==> src/include/irq_ctrl_pkg.sv <==
// constants for the four-level interrupt controller
// assumes a core that reads registers over a plain strobe port and fetches vectors
package irq_ctrl_pkg;
   localparam int          NSRC          = 6;
   localparam int          AW            = 4;
   // register addresses
   localparam logic [3:0]  ADDR_ENABLE   = 4'h0;
   localparam logic [3:0]  ADDR_PRIO_LO  = 4'h1;
   localparam logic [3:0]  ADDR_PRIO_HI  = 4'h2;
   localparam logic [3:0]  ADDR_SELECT   = 4'h3;
   localparam logic [3:0]  ADDR_TIMER    = 4'h4;
   localparam logic [3:0]  ADDR_CARD_EN  = 4'h5;
   localparam logic [3:0]  ADDR_STATUS   = 4'h6;
   // enable register fields
   localparam int          EN_GLOBAL     = 7;
   localparam int          EN_SERIAL     = 4;
   localparam int          EN_TIMER1     = 3;
   localparam int          EN_LINE1      = 2;
   localparam int          EN_TIMER0     = 1;
   localparam int          EN_LINE0      = 0;
   localparam logic [7:0]  ENABLE_RST    = 8'h00;
   localparam logic [7:0]  ENABLE_WMASK  = 8'h9f;
   // select register fields
   localparam int          SEL_CARD_POL  = 7;
   localparam int          SEL_PIN_FLAG  = 6;
   localparam int          SEL_CARD_FLAG = 5;
   localparam int          SEL_RX_FLAG   = 4;
   localparam int          SEL_PIN_POL   = 3;
   localparam int          SEL_PIN_EN    = 2;
   localparam int          SEL_CARD_EN   = 1;
   localparam int          SEL_RX_EN     = 0;
   localparam logic [7:0]  SELECT_RST    = 8'h00;
   // timer control fields held here
   localparam int          TC_LINE1_FLAG = 3;
   localparam int          TC_LINE1_TRIG = 2;
   localparam int          TC_LINE0_FLAG = 1;
   localparam int          TC_LINE0_TRIG = 0;
   // source indices, in polling order
   localparam int          SRC_LINE0     = 0;
   localparam int          SRC_TIMER0    = 1;
   localparam int          SRC_LINE1     = 2;
   localparam int          SRC_TIMER1    = 3;
   localparam int          SRC_SERIAL    = 4;
   localparam int          SRC_CARD      = 5;
   localparam logic [15:0] VEC_LINE0     = 16'h0003;
   localparam logic [15:0] VEC_TIMER0    = 16'h000b;
   localparam logic [15:0] VEC_LINE1     = 16'h0013;
   localparam logic [15:0] VEC_TIMER1    = 16'h001b;
   localparam logic [15:0] VEC_SERIAL    = 16'h0023;
   localparam logic [15:0] VEC_CARD      = 16'h0053;
   localparam logic [2:0]  NO_SRC        = 3'h7;
   localparam logic [4:0]  NO_LEVEL      = 5'h10;
endpackage

==> src/hdl/irq_ctrl.sv <==
// four-level interrupt controller with a shared line 1 group
// assumes pins are asynchronous; timer, serial and card requests come from clk logic
//
// Chosen here: the address map and the plain strobed port.
`timescale 1ns/1ns
`default_nettype none
module irq_ctrl (
   input  wire  logic                         clk,
   input  wire  logic                         nrst,
   input  wire  logic [irq_ctrl_pkg::AW-1:0]  reg_addr,
   input  wire  logic [7:0]                   reg_wdata,
   input  wire  logic                         reg_wr,
   input  wire  logic                         reg_rd,
   output logic       [7:0]                   reg_rdata,
   input  wire  logic                         ext_line0_pin,
   input  wire  logic                         ext_line1_pin,
   input  wire  logic                         uart_rxd_pin,
   input  wire  logic                         card_presence_pin,
   input  wire  logic                         timer0_overflow,
   input  wire  logic                         timer1_overflow,
   input  wire  logic                         uart_rx_done,
   input  wire  logic                         uart_tx_done,
   input  wire  logic                         card_iface_irq,
   output logic                               irq_req,
   output logic       [15:0]                  irq_vector,
   input  wire  logic                         irq_ack,
   input  wire  logic                         irq_return
);
   import irq_ctrl_pkg::*;

   typedef enum logic [1:0] {
      LVL0 = 2'b00,
      LVL1 = 2'b01,
      LVL2 = 2'b10,
      LVL3 = 2'b11
   } level_t;

   ////////////////////////////////////////////////////////////////////////////
   // registers and synchronisers
   logic [7:0]      irq_enable_q;
   logic [7:0]      source_select_q;
   logic [7:0]      priority_low_bits_q;
   logic [7:0]      priority_high_bits_q;
   logic [3:0]      timer_ctrl_q;
   logic            card_iface_enable_q;
   logic [3:0]      sync1_q;
   logic [3:0]      sync2_q;
   logic            line0_prev_q;
   logic            line1_prev_q;
   logic [3:0]      active_q;
   logic [NSRC-1:0] pending;
   logic [NSRC-1:0] enabled;
   logic [2:0]      win_src;
   logic [1:0]      win_lvl;
   logic [15:0]     irq_vector_q;

   function automatic level_t src_level(input logic [2:0] s);
      return level_t'({priority_high_bits_q[s], priority_low_bits_q[s]});
   endfunction

   function automatic logic [15:0] src_vector(input logic [2:0] s);
      unique case (s)
         3'(SRC_LINE0):  return VEC_LINE0;
         3'(SRC_TIMER0): return VEC_TIMER0;
         3'(SRC_LINE1):  return VEC_LINE1;
         3'(SRC_TIMER1): return VEC_TIMER1;
         3'(SRC_SERIAL): return VEC_SERIAL;
         3'(SRC_CARD):   return VEC_CARD;
         default:        return 16'h0000;
      endcase
   endfunction

   wire logic wr_en  = reg_wr && reg_addr == ADDR_ENABLE;
   wire logic wr_sel = reg_wr && reg_addr == ADDR_SELECT;
   wire logic wr_tc  = reg_wr && reg_addr == ADDR_TIMER;
   wire logic taken  = irq_ack && irq_req;

   always_ff @(posedge clk) begin
      if (!nrst) begin
         // idle high, so no false edge or level flag follows reset
         sync1_q <= 4'hf;
         sync2_q <= 4'hf;
      end else begin
         sync1_q <= {card_presence_pin, uart_rxd_pin, ext_line1_pin, ext_line0_pin};
         sync2_q <= sync1_q;
      end
   end

   wire logic line0_s = sync2_q[0];
   wire logic line1_s = sync2_q[1];
   wire logic rxd_s   = sync2_q[2];
   wire logic card_s  = sync2_q[3];

   always_ff @(posedge clk) begin
      if (!nrst) begin
         line0_prev_q <= 1'b1;
         line1_prev_q <= 1'b1;
      end else begin
         line0_prev_q <= line0_s;
         line1_prev_q <= line1_s;
      end
   end

   always_ff @(posedge clk) begin
      if (!nrst) begin
         irq_enable_q <= ENABLE_RST;
      end else if (wr_en) begin
         irq_enable_q <= reg_wdata & ENABLE_WMASK;
      end
   end

   always_ff @(posedge clk) begin
      if (!nrst) begin
         priority_low_bits_q  <= 8'h00;
         priority_high_bits_q <= 8'h00;
         card_iface_enable_q  <= 1'b0;
      end else begin
         if (reg_wr && reg_addr == ADDR_PRIO_LO) priority_low_bits_q <= reg_wdata;
         if (reg_wr && reg_addr == ADDR_PRIO_HI) priority_high_bits_q <= reg_wdata;
         if (reg_wr && reg_addr == ADDR_CARD_EN) card_iface_enable_q <= reg_wdata[0];
      end
   end

   ////////////////////////////////////////////////////////////////////////////
   // line 0 and line 1 pin flags
   wire logic line0_edge = line0_prev_q && !line0_s;
   wire logic line1_edge = line1_prev_q && !line1_s;
   wire logic line1_pin_level = source_select_q[SEL_PIN_POL] ? line1_s : !line1_s;
   wire logic line1_pin_hit = source_select_q[SEL_PIN_EN] &&
      (timer_ctrl_q[TC_LINE1_TRIG] ? line1_edge : line1_pin_level);
   wire logic line0_hit = timer_ctrl_q[TC_LINE0_TRIG] ? line0_edge : !line0_s;

   always_ff @(posedge clk) begin
      if (!nrst) begin
         timer_ctrl_q <= 4'h0;
      end else begin
         if (wr_tc) begin
            timer_ctrl_q[TC_LINE1_TRIG] <= reg_wdata[TC_LINE1_TRIG];
            timer_ctrl_q[TC_LINE0_TRIG] <= reg_wdata[TC_LINE0_TRIG];
         end
         if (line0_hit)
            timer_ctrl_q[TC_LINE0_FLAG] <= 1'b1;
         else if (taken && win_src == 3'(SRC_LINE0))
            timer_ctrl_q[TC_LINE0_FLAG] <= 1'b0;
         else if (wr_tc)
            timer_ctrl_q[TC_LINE0_FLAG] <= reg_wdata[TC_LINE0_FLAG];
         if (line1_pin_hit)
            timer_ctrl_q[TC_LINE1_FLAG] <= 1'b1;
         else if (taken && win_src == 3'(SRC_LINE1))
            timer_ctrl_q[TC_LINE1_FLAG] <= 1'b0;
         else if (wr_tc)
            timer_ctrl_q[TC_LINE1_FLAG] <= reg_wdata[TC_LINE1_FLAG];
      end
   end

   ////////////////////////////////////////////////////////////////////////////
   // source select register with hardware-set flags (set wins over clear)
   wire logic card_hit = source_select_q[SEL_CARD_POL] ? card_s : !card_s;
   wire logic rx_hit   = !rxd_s;

   always_ff @(posedge clk) begin
      if (!nrst) begin
         source_select_q <= SELECT_RST;
      end else begin
         if (wr_sel) source_select_q <= reg_wdata;
         if (line1_pin_hit) source_select_q[SEL_PIN_FLAG] <= 1'b1;
         else if (taken && win_src == 3'(SRC_LINE1)) source_select_q[SEL_PIN_FLAG] <= 1'b0;
         if (rx_hit) source_select_q[SEL_RX_FLAG] <= 1'b1;
         if (card_hit) source_select_q[SEL_CARD_FLAG] <= 1'b1;
      end
   end

   ////////////////////////////////////////////////////////////////////////////
   // request gathering and arbitration
   wire logic line1_group = (source_select_q[SEL_PIN_FLAG] && source_select_q[SEL_PIN_EN]) ||
      (source_select_q[SEL_RX_FLAG] && source_select_q[SEL_RX_EN]) ||
      (source_select_q[SEL_CARD_FLAG] && source_select_q[SEL_CARD_EN]);

   always_comb begin
      pending = '0;
      pending[SRC_LINE0]  = timer_ctrl_q[TC_LINE0_FLAG];
      pending[SRC_TIMER0] = timer0_overflow;
      pending[SRC_LINE1]  = line1_group;
      pending[SRC_TIMER1] = timer1_overflow;
      pending[SRC_SERIAL] = uart_rx_done || uart_tx_done;
      pending[SRC_CARD]   = card_iface_irq;
      enabled = '0;
      enabled[SRC_LINE0]  = irq_enable_q[EN_LINE0];
      enabled[SRC_TIMER0] = irq_enable_q[EN_TIMER0];
      enabled[SRC_LINE1]  = irq_enable_q[EN_LINE1];
      enabled[SRC_TIMER1] = irq_enable_q[EN_TIMER1];
      enabled[SRC_SERIAL] = irq_enable_q[EN_SERIAL];
      enabled[SRC_CARD]   = card_iface_enable_q;
      if (!irq_enable_q[EN_GLOBAL]) enabled = '0;
   end

   always_comb begin
      win_src = NO_SRC;
      win_lvl = 2'b00;
      for (int i = 0; i < NSRC; i++) begin
         // strictly greater keeps the earlier source on a tie
         if (pending[i] && enabled[i] &&
             (win_src == NO_SRC || src_level(3'(i)) > level_t'(win_lvl))) begin
            win_src = 3'(i);
            win_lvl = src_level(3'(i));
         end
      end
   end

   // a request wins only above every level in service
   logic [4:0] top_active;
   always_comb begin
      top_active = NO_LEVEL;
      for (int l = 0; l < 4; l++)
         if (active_q[l]) top_active = 5'(l);
   end

   assign irq_req = win_src != NO_SRC &&
      (top_active == NO_LEVEL || 5'(win_lvl) > top_active);

   always_ff @(posedge clk) begin
      if (!nrst) begin
         active_q  <= 4'h0;
      end else begin
         if (taken) begin
            active_q[win_lvl] <= 1'b1;
         end else if (irq_return && top_active != NO_LEVEL) begin
            active_q[top_active[1:0]] <= 1'b0;
         end
      end
   end

   always_ff @(posedge clk) begin
      if (!nrst) irq_vector_q <= 16'h0000;
      else irq_vector_q <= src_vector(win_src);
   end
   // registered: shows the winner that the core saw requesting one cycle earlier
   assign irq_vector = irq_vector_q;

   always_ff @(posedge clk) begin
      if (!nrst) begin
         reg_rdata <= 8'h00;
      end else if (reg_rd) begin
         unique case (reg_addr)
            ADDR_ENABLE:  reg_rdata <= irq_enable_q;
            ADDR_PRIO_LO: reg_rdata <= priority_low_bits_q;
            ADDR_PRIO_HI: reg_rdata <= priority_high_bits_q;
            ADDR_SELECT:  reg_rdata <= source_select_q;
            ADDR_TIMER:   reg_rdata <= {4'h0, timer_ctrl_q};
            ADDR_CARD_EN: reg_rdata <= {7'h00, card_iface_enable_q};
            ADDR_STATUS:  reg_rdata <= {4'h0, active_q};
            default:      reg_rdata <= 8'h00;
         endcase
      end else begin
         reg_rdata <= 8'h00;
      end
   end
endmodule // irq_ctrl
`default_nettype wire

==> config.mk <==
export PLATFORM = sky130hd
export DESIGN_NAME = irq_ctrl
export DESIGN_NICKNAME = d
export VERILOG_FILES = /design/src/include/irq_ctrl_pkg.sv /design/src/hdl/irq_ctrl.sv
export SDC_FILE = /design/constraint.sdc
export NUM_CORES = 1
export LEC_CHECK = 0
export ABC_AREA = 0
export BUFFER_PORTS_ARGS = -buffer_cell sky130_fd_sc_hd__buf_4
export CAP_MARGIN = 20
export CORE_UTILIZATION = 51
export DETAILED_ROUTE_END_ITERATION = 16
export PLACE_DENSITY = 0.74
export SYNTH_ARGS = -nofsm -noshare
export SYNTH_HDL_FRONTEND = slang
export SYNTH_SLANG_ARGS = --single-unit
==> constraint.sdc <==
create_clock -name clk -period 10.82 [get_ports clk]
set_clock_uncertainty 0.1 [all_clocks]
set_input_delay 1.082 -clock clk [delete_from_list [all_inputs] [get_ports clk]]
set_output_delay 1.082 -clock clk [all_outputs]
set_load 0.02 [all_outputs]
==> out/metrics.cfg <==
[setup_path]
critical_path_class=reg2out
critPathMaxFanout=11
worstSetupStartpointType=flip-flop
cpPeakStageDelay_ps=490
path_common_cell=ha_1
required_ps=9640
r2r.worst_path.cells=39
cp_slowest_cell=dfxtp_1
worst_setup_path_end_kind=primary output
arrival_ps=8390

[die]
die_h_um=81.9
initial_core_util_pct=54.1
ios=52
die_w_um=81.9
fp.dieArea_sq_um=6710
core_sq_um=6030
placementRows=28

[global_routing]
grt_pass1_vias=2606
grt_max_degree=35
gr-usage-all-layers_pct=25.5
antenna_found_initial=0
grt_pass1_wl_mm=12.6
grt-ovfl-total=0

[drt]
vias_per_cell=5.70
firstDrtPassIters=4
drt-initial-drc-count=218
wirelength_mm=7.77
postRouteAntennaNets=0
detail_route.wl_per_cell_um=16.4
vias=2703
drc=0

[clock_network]
cts_buffer_depth=2
insertion_delay_ps=340
cts_tree=done
cts_root_buf=clkbuf_8
cts_max_level=3
cts_buffers=9
clock_sinks=62
postCtsSetupRepairBufs=0
ctsHoldBuffers=0
post_cts_resized=0
cts.clk_slew.worst_paths_ps=70

[logic_synthesis]
synth_top_area_share_pct=38.1
synth_edf_count=0
ys_ff_latch=62
syn_area_sq_um=3260
postSynth.asyncResetShare_pct=0
yosys_warnings=0
ys_seq_area_share_pct=38.1
synth.distinct_cells=65
avgSynthCellArea_sq_um=9.15
syn_inst=356
synth_top_flop_cell=dfxtp_1
netlist_top_cells_area=dfxtp_1 (38%), mux2i_1 (9.8%), nor2_1 (5.3%)
yosys.area.top_type=dfxtp_1

[final_layout]
drive_gt1_share_pct=20.6
seqCellArea_sq_um=1240
fin_util_pct=62.2
antennaDiodeCount=0
fin_nets=433
final_cell_area_sq_um=3750
syn2layout_area_growth_pct=15.1
multi_input_area_sq_um=1850
fillCellCount=559

[power]
peakVddDrop_uv=95.1
p_leak_nw=1.64
powerDensity_nw_per_um2=126

[sta]
fmax_ghz=0.105
period_needed_ps=9570
setup_viol=0
drv_slew=0
fin_ws_ps=1250
rsz0062_at_grt=false
relSlewSlack_pct=50.5
period_share_pct=88.4
hold_viol=0
worst_pin_slew_ps=736
final.setup.tns_ps=0

[min_path]
min_path_cells=1
min_path_type=reg2reg

[placed_design]
gp_congestion=0.874
dp_hpwl_mm=5.88
place_ws_ps=1710
portBuffers=41
postPlaceCellArea_sq_um=3550

[outcome]
status=completed

[flow_run]
maxCapViolations=0

==> critical path: cells and delay by family (launching register included) <==
kind | cells | cell delay, ps
multiplexers | 1 | 320
AND/OR/NAND/NOR | 10 | 1210
buffers and inverters | 2 | 300
flip-flops | 1 | 490
AO/OA/AOI/OAI | 17 | 3960
adder cells (fa/ha/maj) | 6 | 1750
==> placed cells by master, fill, tap and decap left out, types with 3 or more instances in the layout <==
cell	n
o211ai_1	3
a41o_1	3
ha_1	12
o31ai_1	3
a22oi_1	4
nand2_1	30
nand3_1	11
clkinvlp_4	3
o21ai_0	13
mux2i_1	32
nand4b_1	3
inv_1	12
a21o_1	4
nor2b_1	8
mux4_2	3
nor2_1	46
conb_1	10
o21a_1	3
nand2b_1	11
and2_1	3
dfxtp_1	62
a211oi_1	3
a31oi_1	3
buf_4	42
clkbuf_8	9
mux2_2	3
a21oi_1	16
==> flip-flops by register name, summed over array words and instances (netlist names) <==
| name | flops |
|---|---|
| sync1_q | 4 |
| card_iface_enable_q | 1 |
| irq_enable_q | 6 |
| irq_vector | 5 |
| reg_rdata | 8 |
| line0_prev_q | 1 |
| priority_high_bits_q | 8 |
| line1_prev_q | 1 |
| active_q | 4 |
| source_select_q | 8 |
| timer_ctrl_q | 4 |
| priority_low_bits_q | 8 |
| sync2_q | 4 |
==> cells by family after synthesis <==
kind of cell / count (synthesis) / share of synthesized area, %
mux: 40 / 14.2
simple gates: 127 / 19.0
buf+inv: 37 / 6.11
compound gates: 75 / 17.3
xor+xnor: 2 / 0.538
fa+ha+maj: 12 / 4.61
other cells: 1 / 0.115
flops: 62 / 38.1
==> layer usage <==
layer / GRT usage, % / part of all wire, % / vias to the layer above
li1: - / - / 1327
met1: 31.3 / 45 / 1259
met2: 42.0 / 47 / 100
met3: 7.89 / 6.5 / 17
met4: 8.95 / 2.2 / 0
met5: 0 / 0 / -
==> Yosys cell counts (9+ instances only) <==
cell,instances
nor2_1,46
clkbuf_1,9
dfxtp_1,62
inv_1,12
o21ai_0,13
a21oi_1,16
buf_4,11
mux2i_1,32
nand2b_1,11
nand2_1,30
ha_1,12
nand3_1,11
==> final cells by class <==
| cell class | instances | share of cell area, % |
|---|---|---|
| Timing Repair Buffer | 42 | 8.41 |
| Clock buffer | 9 | 3.30 |
| Clock inverter | 7 | 2.00 |
| Sequential cell | 62 | 33.1 |
| Inverter | 13 | 1.30 |
| Tap cell | 75 | 2.50 |
| Multi-Input combinational cell | 266 | 49.4 |
==> path summary, 6_finish.rpt <==
kind / end / startpoint / slack, ps
max: irq_req / irq_enable_q[7] / 1250
min reg2reg: source_select_q[4] / sync2_q[2] / 300
max reg2reg: active_q[1] / irq_enable_q[7] / 1650
min: source_select_q[4] / sync2_q[2] / 300
==> power breakdown <==
group	switching, mW	internal (mW)	total (mW)	leakage (nW)
logic	0.0206	0.0141	0.0346	1.04
registers	0.00304	0.232	0.235	0.503
clock network	0.0959	0.106	0.202	0.0914
total	0.120	0.353	0.472	1.64
==> through the flow <==
step / instances / hold slack [ps] / total power, mW
finish: 474 / 302 / 0.472
global route: 474 / 318 / 0.488
CTS: 474 / 306 / 0.475
detailed placement: 458 / 294 / 0.275
global placement: 458 / 288 / 0.274
floorplan: 365 / 285 / 0.262
(Power assumes the default switching activity.)
